$ cat config.mk
export PLATFORM = sky130hd
export DESIGN_NAME = dac_input_regs
export DESIGN_NICKNAME = d
export VERILOG_FILES = /design/src/core/dac_regs_pkg.sv /design/src/core/dac_clk_monitor.sv /design/src/core/dac_input_regs.sv
export VERILOG_INCLUDE_DIRS = /design/src /design/src/core
export SDC_FILE = /design/constraint.sdc
export NUM_CORES = 1
export LEC_CHECK = 0
export ABC_AREA = 1
export BUFFER_PORTS_ARGS = -buffer_cell sky130_fd_sc_hd__buf_2
export CAP_MARGIN = 20
export CORE_ASPECT_RATIO = 2
export CORE_MARGIN = 5
export CORE_UTILIZATION = 35
export DETAILED_ROUTE_END_ITERATION = 10
export HOLD_SLACK_MARGIN = 0.1
export PLACE_DENSITY_LB_ADDON = 0.08
export SLEW_MARGIN = 15
export SYNTH_ARGS = -nofsm -noshare
export SYNTH_HDL_FRONTEND = slang
export SYNTH_SLANG_ARGS = --single-unit
$ cat constraint.sdc
create_clock -name clk_in -period 1.6 [get_ports clk_in]
set_input_delay 0.32 -clock clk_in [delete_from_list [all_inputs] [get_ports clk_in]]
set_output_delay 0.32 -clock clk_in [all_outputs]
set_load 0.03 [all_outputs]
$ cat src/core/dac_regs_cfg.svh
`ifndef DAC_REGS_CFG_SVH
`define DAC_REGS_CFG_SVH

// Register word indices on the serial register port
`define ADDR_W          7
`define ADDR_LANE_EN    7'h02
`define ADDR_TRIM       7'h03
`define ADDR_PATT       7'h04
`define ADDR_ALARM      7'h05

`define REG_W           16
`define NUM_LANES       14
`define LANE_EN_RST     16'h3fff
`define TRIM_RST        16'h0000
`define RDATA_RST       16'h0000

// Bits that exist; everything else reads as zero
`define LANE_EN_MASK    16'h3fff
`define TRIM_MASK       16'hfff9
`define PATT_MASK       16'h3fff
`define ALARM_MASK      16'hb880

// Trim and select field positions
`define DLY_DA_HI       15
`define DLY_DA_LO       13
`define DLY_CA_HI       12
`define DLY_CA_LO       10
`define DLY_DB_HI       9
`define DLY_DB_LO       7
`define DLY_CB_HI       6
`define DLY_CB_LO       4
`define EXTREF_BIT      3
`define ALTCLK_BIT      0

// Alarm field positions and pointer status codes
`define STUCK_BIT       15
`define PTR_HI          13
`define PTR_LO          11
`define CLKGONE_BIT     7
`define PTR_OK          3'h0
`define PTR_TWO         3'h1
`define PTR_ONE         3'h2
`define PTR_COLL        3'h4

`define PATT_DEPTH      8
`define WR_PTR_W        8
`define INTERP_W        2
`define GONE_CNT_W      16
`define CLK_GONE_BASE   16

`endif

$ cat src/core/dac_regs_pkg.sv
`include "dac_regs_cfg.svh"

package dac_regs_pkg;

	typedef struct packed {
		logic                    wr;
		logic [`ADDR_W-1:0]      addr;
		logic [`REG_W-1:0]       wdata;
	} reg_req_t;

	typedef struct packed {
		logic [2:0] data_a;
		logic [2:0] clk_a;
		logic [2:0] data_b;
		logic [2:0] clk_b;
	} trim_t;

	typedef struct packed {
		logic collision;
		logic one_apart;
		logic two_apart;
	} ptr_flags_t;

endpackage : dac_regs_pkg

$ cat src/core/dac_clk_monitor.sv
`timescale 1ns/1ps
`include "dac_regs_cfg.svh"

module dac_clk_monitor #(
	parameter int GONE_BASE = `CLK_GONE_BASE
) (
	input  wire logic                 clk_in,
	input  wire logic                 srst_in,
	input  wire logic                 conv_clk_tick_in,
	input  wire logic [`INTERP_W-1:0] interp_in,
	output logic                      gone_out
);

	// Largest base shifted by the largest setting must fit the counter
	if (GONE_BASE < 1 || GONE_BASE > 4096) begin : g_bad_base
		$error("GONE_BASE out of range");
	end

	logic [`GONE_CNT_W-1:0] cnt;
	wire  [`GONE_CNT_W-1:0] limit;
	wire                    at_limit;

	// Higher interpolation slows the tick, so the wait scales with it
	assign limit    = `GONE_CNT_W'(GONE_BASE) << interp_in;
	assign at_limit = (cnt >= limit - `GONE_CNT_W'(1));

	// (RULE_14) quiet cycle count
	always_ff @(posedge clk_in) begin
		if (srst_in || conv_clk_tick_in) begin
			cnt      <= '0;
			gone_out <= 1'b0;
		end else if (at_limit) begin
			gone_out <= 1'b1;
		end else begin
			cnt <= cnt + `GONE_CNT_W'(1);
		end
	end

	AST_TICK_CLEARS: assert property ( // RULE_14
		@(posedge clk_in) disable iff (srst_in)
		conv_clk_tick_in |=> !gone_out)
		else $error("clock monitor still flags gone after a tick");

endmodule : dac_clk_monitor

$ cat src/core/dac_input_regs.sv
`timescale 1ns/1ps
`include "dac_regs_cfg.svh"

// How it works
// (RULE_01) Fourteen lane enables, all set after reset
// (RULE_02) Host clears low seven in 7-bit mode
// (RULE_03) Bits 15:13 trim upper or bus A data
// (RULE_04) Bits 12:10 trim sync or bus A clock
// (RULE_05) Bits 9:7 trim lower or bus B data
// (RULE_06) Bits 6:4 trim data or bus B clock
// (RULE_07) Bit 3 selects external reference
// (RULE_08) Bit 0 selects alternate FIFO clock pair
// (RULE_09) Host keeps bit 0 clear in full-word mode
// (RULE_10) Pattern mismatch on bit n sets result n
// (RULE_11) All-zero write pointer sets bit 15
// (RULE_12) Host resyncs after stuck pointer alarm
// (RULE_13) Pointer status coded 000/001/01X/1XX
// (RULE_14) Stopped converter clock sets bit 7
// (RULE_15) Status cleared by write, kept over reset
// (RULE_16) Pattern checker runs only when enabled
// (RULE_17) Pointer alarms gated by own enables
module dac_input_regs #(
	parameter int LANES      = `NUM_LANES,
	parameter int PATT_DEPTH = `PATT_DEPTH,
	parameter int GONE_BASE  = `CLK_GONE_BASE
) (
	input  wire logic                                clk_in,
	input  wire logic                                srst_in,
	input  wire dac_regs_pkg::reg_req_t              reg_req_in,
	output logic [`REG_W-1:0]                        reg_rdata_out,
	input  wire logic                                iotest_enable_in,
	input  wire logic                                sync_in,
	input  wire logic                                sample_valid_in,
	input  wire logic [LANES-1:0]                    sample_in,
	input  wire logic [PATT_DEPTH-1:0][LANES-1:0]    pattern_in,
	input  wire logic [`WR_PTR_W-1:0]                wr_ptr_shift_in,
	input  wire dac_regs_pkg::ptr_flags_t            ptr_flags_in,
	input  wire logic                                two_apart_alarm_enable_in,
	input  wire logic                                one_apart_alarm_enable_in,
	input  wire logic                                collision_alarm_enable_in,
	input  wire logic                                conv_clk_tick_in,
	input  wire logic [`INTERP_W-1:0]                interp_in,
	output logic [LANES-1:0]                         lane_enable_out,
	output dac_regs_pkg::trim_t                      trim_out,
	output logic                                     ext_ref_out,
	output logic                                     alt_clk_sel_out
);
	import dac_regs_pkg::*;

	localparam int IDX_W = $clog2(PATT_DEPTH);

	if (LANES < 1 || LANES > `NUM_LANES) begin : g_bad_lanes
		$error("LANES must be 1..14");
	end
	// The sample index wraps by overflow, so the depth is a power of two
	if (PATT_DEPTH < 2 || (1 << IDX_W) != PATT_DEPTH) begin : g_bad_depth
		$error("PATT_DEPTH must be a power of two");
	end

	// Write-to-clear: a written 0 clears, set wins over the clear
	function automatic logic [`REG_W-1:0] wc_next(
		input logic [`REG_W-1:0] old,
		input logic [`REG_W-1:0] wdata,
		input logic              wr,
		input logic [`REG_W-1:0] set,
		input logic [`REG_W-1:0] mask
	);
		wc_next = ((wr ? (old & wdata) : old) | set) & mask;
	endfunction : wc_next

	logic [`REG_W-1:0] lane_reg;
	logic [`REG_W-1:0] trim_reg;
	logic [`REG_W-1:0] patt_reg;
	logic [`REG_W-1:0] alarm_reg;
	logic [IDX_W-1:0]  idx;
	logic              clk_gone;

	wire wr_lane  = reg_req_in.wr && reg_req_in.addr == `ADDR_LANE_EN;
	wire wr_trim  = reg_req_in.wr && reg_req_in.addr == `ADDR_TRIM;
	wire wr_patt  = reg_req_in.wr && reg_req_in.addr == `ADDR_PATT;
	wire wr_alarm = reg_req_in.wr && reg_req_in.addr == `ADDR_ALARM;

	wire [`REG_W-1:0] rd_mux =
		(reg_req_in.addr == `ADDR_LANE_EN) ? lane_reg :
		(reg_req_in.addr == `ADDR_TRIM)    ? trim_reg :
		(reg_req_in.addr == `ADDR_PATT)    ? patt_reg :
		(reg_req_in.addr == `ADDR_ALARM)   ? alarm_reg : `RDATA_RST;

	// (RULE_16) checker idles while disabled
	wire             run     = iotest_enable_in && sample_valid_in;
	// Sample 0 lines up with the sync
	wire [IDX_W-1:0] cur_idx = sync_in ? '0 : idx;
	wire [LANES-1:0] fail    = sample_in ^ pattern_in[cur_idx];
	// (RULE_10) failing bit positions
	wire [`REG_W-1:0] patt_set =
		run ? `REG_W'(fail) : `REG_W'(0);

	// (RULE_13) priority coding of enabled pointer flags
	// (RULE_17) each flag only with its enable
	wire [2:0] ptr_code =
		(ptr_flags_in.collision && collision_alarm_enable_in) ? `PTR_COLL :
		(ptr_flags_in.one_apart && one_apart_alarm_enable_in) ? `PTR_ONE :
		(ptr_flags_in.two_apart && two_apart_alarm_enable_in) ? `PTR_TWO :
		`PTR_OK;

	// (RULE_11) stuck shift-register pointer
	wire stuck = (wr_ptr_shift_in == '0);

	wire [`REG_W-1:0] alarm_set =
		(`REG_W'(stuck)    << `STUCK_BIT) |
		(`REG_W'(ptr_code) << `PTR_LO) |
		(`REG_W'(clk_gone) << `CLKGONE_BIT);

	dac_clk_monitor #(
		.GONE_BASE (GONE_BASE)
	) u_clk_monitor (
		.clk_in           (clk_in),
		.srst_in          (srst_in),
		.conv_clk_tick_in (conv_clk_tick_in),
		.interp_in        (interp_in),
		.gone_out         (clk_gone)
	);

	// (RULE_01) lane enables and trims
	always_ff @(posedge clk_in) begin
		if (srst_in) begin
			lane_reg      <= `LANE_EN_RST;
			trim_reg      <= `TRIM_RST;
			reg_rdata_out <= `RDATA_RST;
		end else begin
			if (wr_lane)
				lane_reg <= reg_req_in.wdata & `LANE_EN_MASK;
			if (wr_trim)
				trim_reg <= reg_req_in.wdata & `TRIM_MASK;
			reg_rdata_out <= rd_mux;
		end
	end

	// (RULE_15) status has no reset on purpose
	always_ff @(posedge clk_in) begin
		patt_reg  <= wc_next(patt_reg, reg_req_in.wdata, wr_patt,
			patt_set, `PATT_MASK);
		alarm_reg <= wc_next(alarm_reg, reg_req_in.wdata, wr_alarm,
			alarm_set, `ALARM_MASK);
	end

	// (RULE_16) index frozen while disabled saves toggling
	always_ff @(posedge clk_in) begin
		if (srst_in)
			idx <= '0;
		else if (run)
			idx <= cur_idx + IDX_W'(1);
		else if (sync_in && iotest_enable_in)
			idx <= '0;
	end

	// (RULE_03) (RULE_04) (RULE_05) (RULE_06) trim fields out
	assign lane_enable_out = lane_reg[LANES-1:0];
	assign trim_out.data_a = trim_reg[`DLY_DA_HI:`DLY_DA_LO];
	assign trim_out.clk_a  = trim_reg[`DLY_CA_HI:`DLY_CA_LO];
	assign trim_out.data_b = trim_reg[`DLY_DB_HI:`DLY_DB_LO];
	assign trim_out.clk_b  = trim_reg[`DLY_CB_HI:`DLY_CB_LO];
	// (RULE_07) (RULE_08) reference and clock-pair select
	assign ext_ref_out     = trim_reg[`EXTREF_BIT];
	assign alt_clk_sel_out = trim_reg[`ALTCLK_BIT];

	AST_LANE_RESET: assert property ( // RULE_01
		@(posedge clk_in) srst_in |=> lane_enable_out == {LANES{1'b1}})
		else $error("lane enables not all set after reset");

	AST_DATA_A: assert property ( // RULE_03
		@(posedge clk_in) disable iff (srst_in)
		wr_trim |=> trim_out.data_a ==
			$past(reg_req_in.wdata[`DLY_DA_HI:`DLY_DA_LO]))
		else $error("bus A data trim not taken");

	AST_CLK_A: assert property ( // RULE_04
		@(posedge clk_in) disable iff (srst_in)
		wr_trim |=> trim_out.clk_a ==
			$past(reg_req_in.wdata[`DLY_CA_HI:`DLY_CA_LO]))
		else $error("bus A clock trim not taken");

	AST_DATA_B: assert property ( // RULE_05
		@(posedge clk_in) disable iff (srst_in)
		wr_trim |=> trim_out.data_b ==
			$past(reg_req_in.wdata[`DLY_DB_HI:`DLY_DB_LO]))
		else $error("bus B data trim not taken");

	AST_CLK_B: assert property ( // RULE_06
		@(posedge clk_in) srst_in |=> trim_out.clk_b == '0)
		else $error("bus B clock trim not zero after reset");

	AST_EXTREF: assert property ( // RULE_07
		@(posedge clk_in) srst_in |=> !ext_ref_out)
		else $error("external reference selected after reset");

	AST_ALTCLK: assert property ( // RULE_08
		@(posedge clk_in) disable iff (srst_in)
		wr_trim |=> alt_clk_sel_out ==
			$past(reg_req_in.wdata[`ALTCLK_BIT]))
		else $error("clock pair select not taken");

	AST_PATT_FAIL: assert property ( // RULE_10
		@(posedge clk_in) disable iff (srst_in)
		run |=> (patt_reg[LANES-1:0] & $past(fail)) == $past(fail))
		else $error("mismatching bit not recorded");

	AST_STUCK: assert property ( // RULE_11
		@(posedge clk_in) disable iff (srst_in)
		stuck |=> alarm_reg[`STUCK_BIT])
		else $error("stuck pointer alarm missing");

	AST_COLL: assert property ( // RULE_13
		@(posedge clk_in) disable iff (srst_in)
		ptr_flags_in.collision && collision_alarm_enable_in
		|=> alarm_reg[`PTR_HI])
		else $error("collision not coded in top bit");

	AST_GONE: assert property ( // RULE_14
		@(posedge clk_in) disable iff (srst_in)
		clk_gone |=> alarm_reg[`CLKGONE_BIT])
		else $error("clock gone alarm missing");

	AST_HOLD: assert property ( // RULE_15
		@(posedge clk_in) disable iff (srst_in)
		alarm_reg[`STUCK_BIT] && !wr_alarm |=> alarm_reg[`STUCK_BIT])
		else $error("alarm dropped without a write");

	AST_GATED: assert property ( // RULE_16
		@(posedge clk_in) disable iff (srst_in)
		!iotest_enable_in && !wr_patt |=> $stable(idx) && $stable(patt_reg))
		else $error("checker active while disabled");

	AST_MASKED: assert property ( // RULE_17
		@(posedge clk_in) disable iff (srst_in)
		!collision_alarm_enable_in && !alarm_reg[`PTR_HI]
		|=> !alarm_reg[`PTR_HI])
		else $error("masked collision reported");

	COV_PATT: cover property (@(posedge clk_in) run && fail != '0);
	COV_STUCK_CLR: cover property (@(posedge clk_in)
		alarm_reg[`STUCK_BIT] && wr_alarm ##1 !alarm_reg[`STUCK_BIT]);
	COV_GONE: cover property (@(posedge clk_in) $rose(clk_gone));
	COV_ONE: cover property (@(posedge clk_in) ptr_code == `PTR_ONE);

endmodule : dac_input_regs

==> flow_summary.ini <==
[power]
p_seq_share_pct = 44.3
p_per_area_nw_per_um2 = 723
power.share.clock_pct = 41.3
p_int_uw = 3470
ir_drop_uv = 443
switchingPower_uw = 1270
sw_frac_of_total_pct = 26.8
combPwrFrac_pct = 14.4
p_leak_uw = 0.00340

[floorplan]
fp.dieArea_um2 = 16300
dieHeight_um = 176
start_util_pct = 35.6
ios = 216
die_width_um = 92.9
fp.coreArea_um2 = 13500
fp-row-count = 60

[global_routing]
grt-ovfl-total = 0
grt_pass1_wl_um = 27600
grt_max_degree = 58
grt_util_all_layers_pct = 21.1
grt_pass1_vias = 5652
antenna_found_initial = 2

[routing]
wl_per_cell_um = 15.1
drc = 0
firstDrtPassIters = 4
routed_via_density = 4.94
vias = 5683
first_iter_violations = 150
detail-route-antenna-nets = 0
detail_route.wirelength_um = 17300

[worst_setup_path]
slowest_delay_ns = 0.32
worstPathRequired_ns = 1.83
arrival_ns = 1.72
r2r-end = u_clk_monitor.gone_out
cpMostUsedCell = nand2_1
start_kind = flop
path_cells = ha_1 > nand2_1 > nand2_1 > a21oi_1 > nand3_1 > buf_4 > o21ai_0 > inv_1
reg2reg_slack_ns = 0.11
r2r-start = u_clk_monitor.cnt[5]
cp_max_fo = 5
crit_type = flop to flop
reg2regPathDepth = 8
worstSetupEndpointType = flop
slowest_stage = dfxtp_1

[min_path]
min_to = alarm_reg[15]
hold_start = reg_req_in[15]
hp-class = input port to flop
hold_depth = 3

[placement]
portBuffers = 215
gp_congestion = 0.847
postPlaceCellArea_um2 = 6240
hpwl_um = 14300

[finish]
fin_area_um2 = 6560
area_growth_pct = 36.6
reg_top3 = reg_rdata_out: 16 flops, u_clk_monitor.cnt: 16 flops
nets = 1166
fin_util_pct = 48.6
drive_gt1_share_pct = 29.5

[yosys]
synthesis.area_um2 = 4810
synth_top_area_cell = dfxtp_1
yosysTopAreaCellShare_pct = 34.6
synthCells = 761
synthTopCellsByCount = 217 x nand2_1, 216 x nand3_1, 83 x dfxtp_1
ys_seq_area_share_pct = 34.6
synth_warnings = 0
mappedNetlistNets = 939
synth.distinct_cells = 28
synth-edff-count = 0
ys_seq_elements = 83
syn_area_per_cell_um2 = 6.32
async_reset_ff_share_pct = 0
synthTopCellsByArea = dfxtp_1 35%, nand3_1 22%, nand2_1 17%, inv_1 4.6%, nor2_1 2.9%
synthFlopType = dfxtp_1
synthMostInstantiatedCell = nand2_1

[timing]
setup_violations = 0
drv_slew = 0
rsz0062_at_grt = true
hold_viol_final = 0
fmax_ghz = 0.670
min_period_over_period_pct = 93.2
min_period_ns = 1.49
skew_ns = 0.00832

[clock_tree]
clock_path_buffers = 2
insertion_delay_ns = 0.34
clock_sinks = 83
clk_pin_slew_ns = 0.07
cts_root_buffer = clkbuf_16
htree_levels = 3
post_cts_buffers = 0
cts_made_buffers = 9
cts_tree = built

[run]
drv_cap = 0

[status]
status = finished clean
cells by family (layout without fill, tap and decap cells):
| kind of cell | Yosys count | count (layout) | synth area share, % |
|---|---|---|---|
| simple gates | 486 | 486 | 44.8 |
| other cells | 1 | 3 | 0.0780 |
| buf+inv | 112 | 344 | 10.2 |
| compound gates | 69 | 69 | 8.02 |
| flops | 83 | 83 | 34.6 |
| fa+ha+maj | 6 | 6 | 1.56 |
| xor+xnor | 4 | 4 | 0.729 |
power by group through the flow:
stage | Sequential [µW] | Combinational [µW] | Clock (µW)
6_report | 2100 | 684 | 1960
5_1_grt | 2100 | 770 | 2110
4_1_cts | 2100 | 683 | 2020
3_5_place_dp | 2150 | 680 | 0
3_3_place_gp | 2150 | 683 | 0
2_1_floorplan | 2160 | 318 | 0
worst max path at each step:
stage / from / end / slack, ns
after floorplan: u_clk_monitor.cnt[5] / u_clk_monitor.gone_out / 0.15
after global placement: sync_in / patt_reg[1] / -0.08
after detailed placement: sync_in / patt_reg[1] / -0.1
after CTS: u_clk_monitor.cnt[7] / u_clk_monitor.gone_out / 0.03
after global routing: u_clk_monitor.cnt[5] / u_clk_monitor.gone_out / -0.004
final: u_clk_monitor.cnt[5] / u_clk_monitor.gone_out / 0.11
repair_timing:
action | CTS | global route
hold buffers | 0 | 0
endpoints found under the setup margin | 0 | 11
resized for setup | 0 | 4
metrics by stage:
step                hold slack (ns)  setup WS, ns  setup TNS, ns  std cells  power, µW
floorplan                     0.405         0.154              0        761       2480
global placement              0.416       -0.0792         -0.206       1131       2830
detailed placement            0.422       -0.0962         -0.207       1131       2830
CTS                           0.217        0.0303              0       1147       4810
global route                  0.236      -0.00449       -0.00449       1150       4980
finish                        0.222         0.108              0       1150       4750
layer usage:
layer	vias up	GRT usage (%)	share of wire, %
li1	2967	-	-
met3	28	4.89	6.2
met2	187	41.2	55
met4	0	7.52	3.1
met5	-	0	0
met1	2501	21.0	35
layout by cell type (no fill, tap or decap), drive strengths merged, types with 3 or more instances in the layout:
cell / count
buf: 257
nand2: 219
nand3: 216
dfxtp: 83
inv: 71
nor2: 38
o21ai: 28
a21oi: 25
o31ai: 14
clkbuf: 10
ha: 6
nor3: 6
nand4: 4
clkinv: 4
nor4: 3
xor2: 3
final cells by class:
type,instances,area [µm²]
Multi-Input combinational cell,566,2660
Tap cell,155,194
Clock buffer,9,225
Clock inverter,7,62.6
Antenna cell,2,5.00
Inverter,70,263
Fill cell,1476,6950
Timing Repair Buffer,258,1490
Sequential cell,83,1670
worst max-delay path, delay by kind of cell, from the launching register on:
family / cells / cell delay (ns)
buf+inv: 2 / 0.22
fa+ha+maj: 1 / 0.31
compound gates: 2 / 0.29
flops: 1 / 0.32
simple gates: 3 / 0.23
Note: power is estimated with default switching activity, not from simulation.
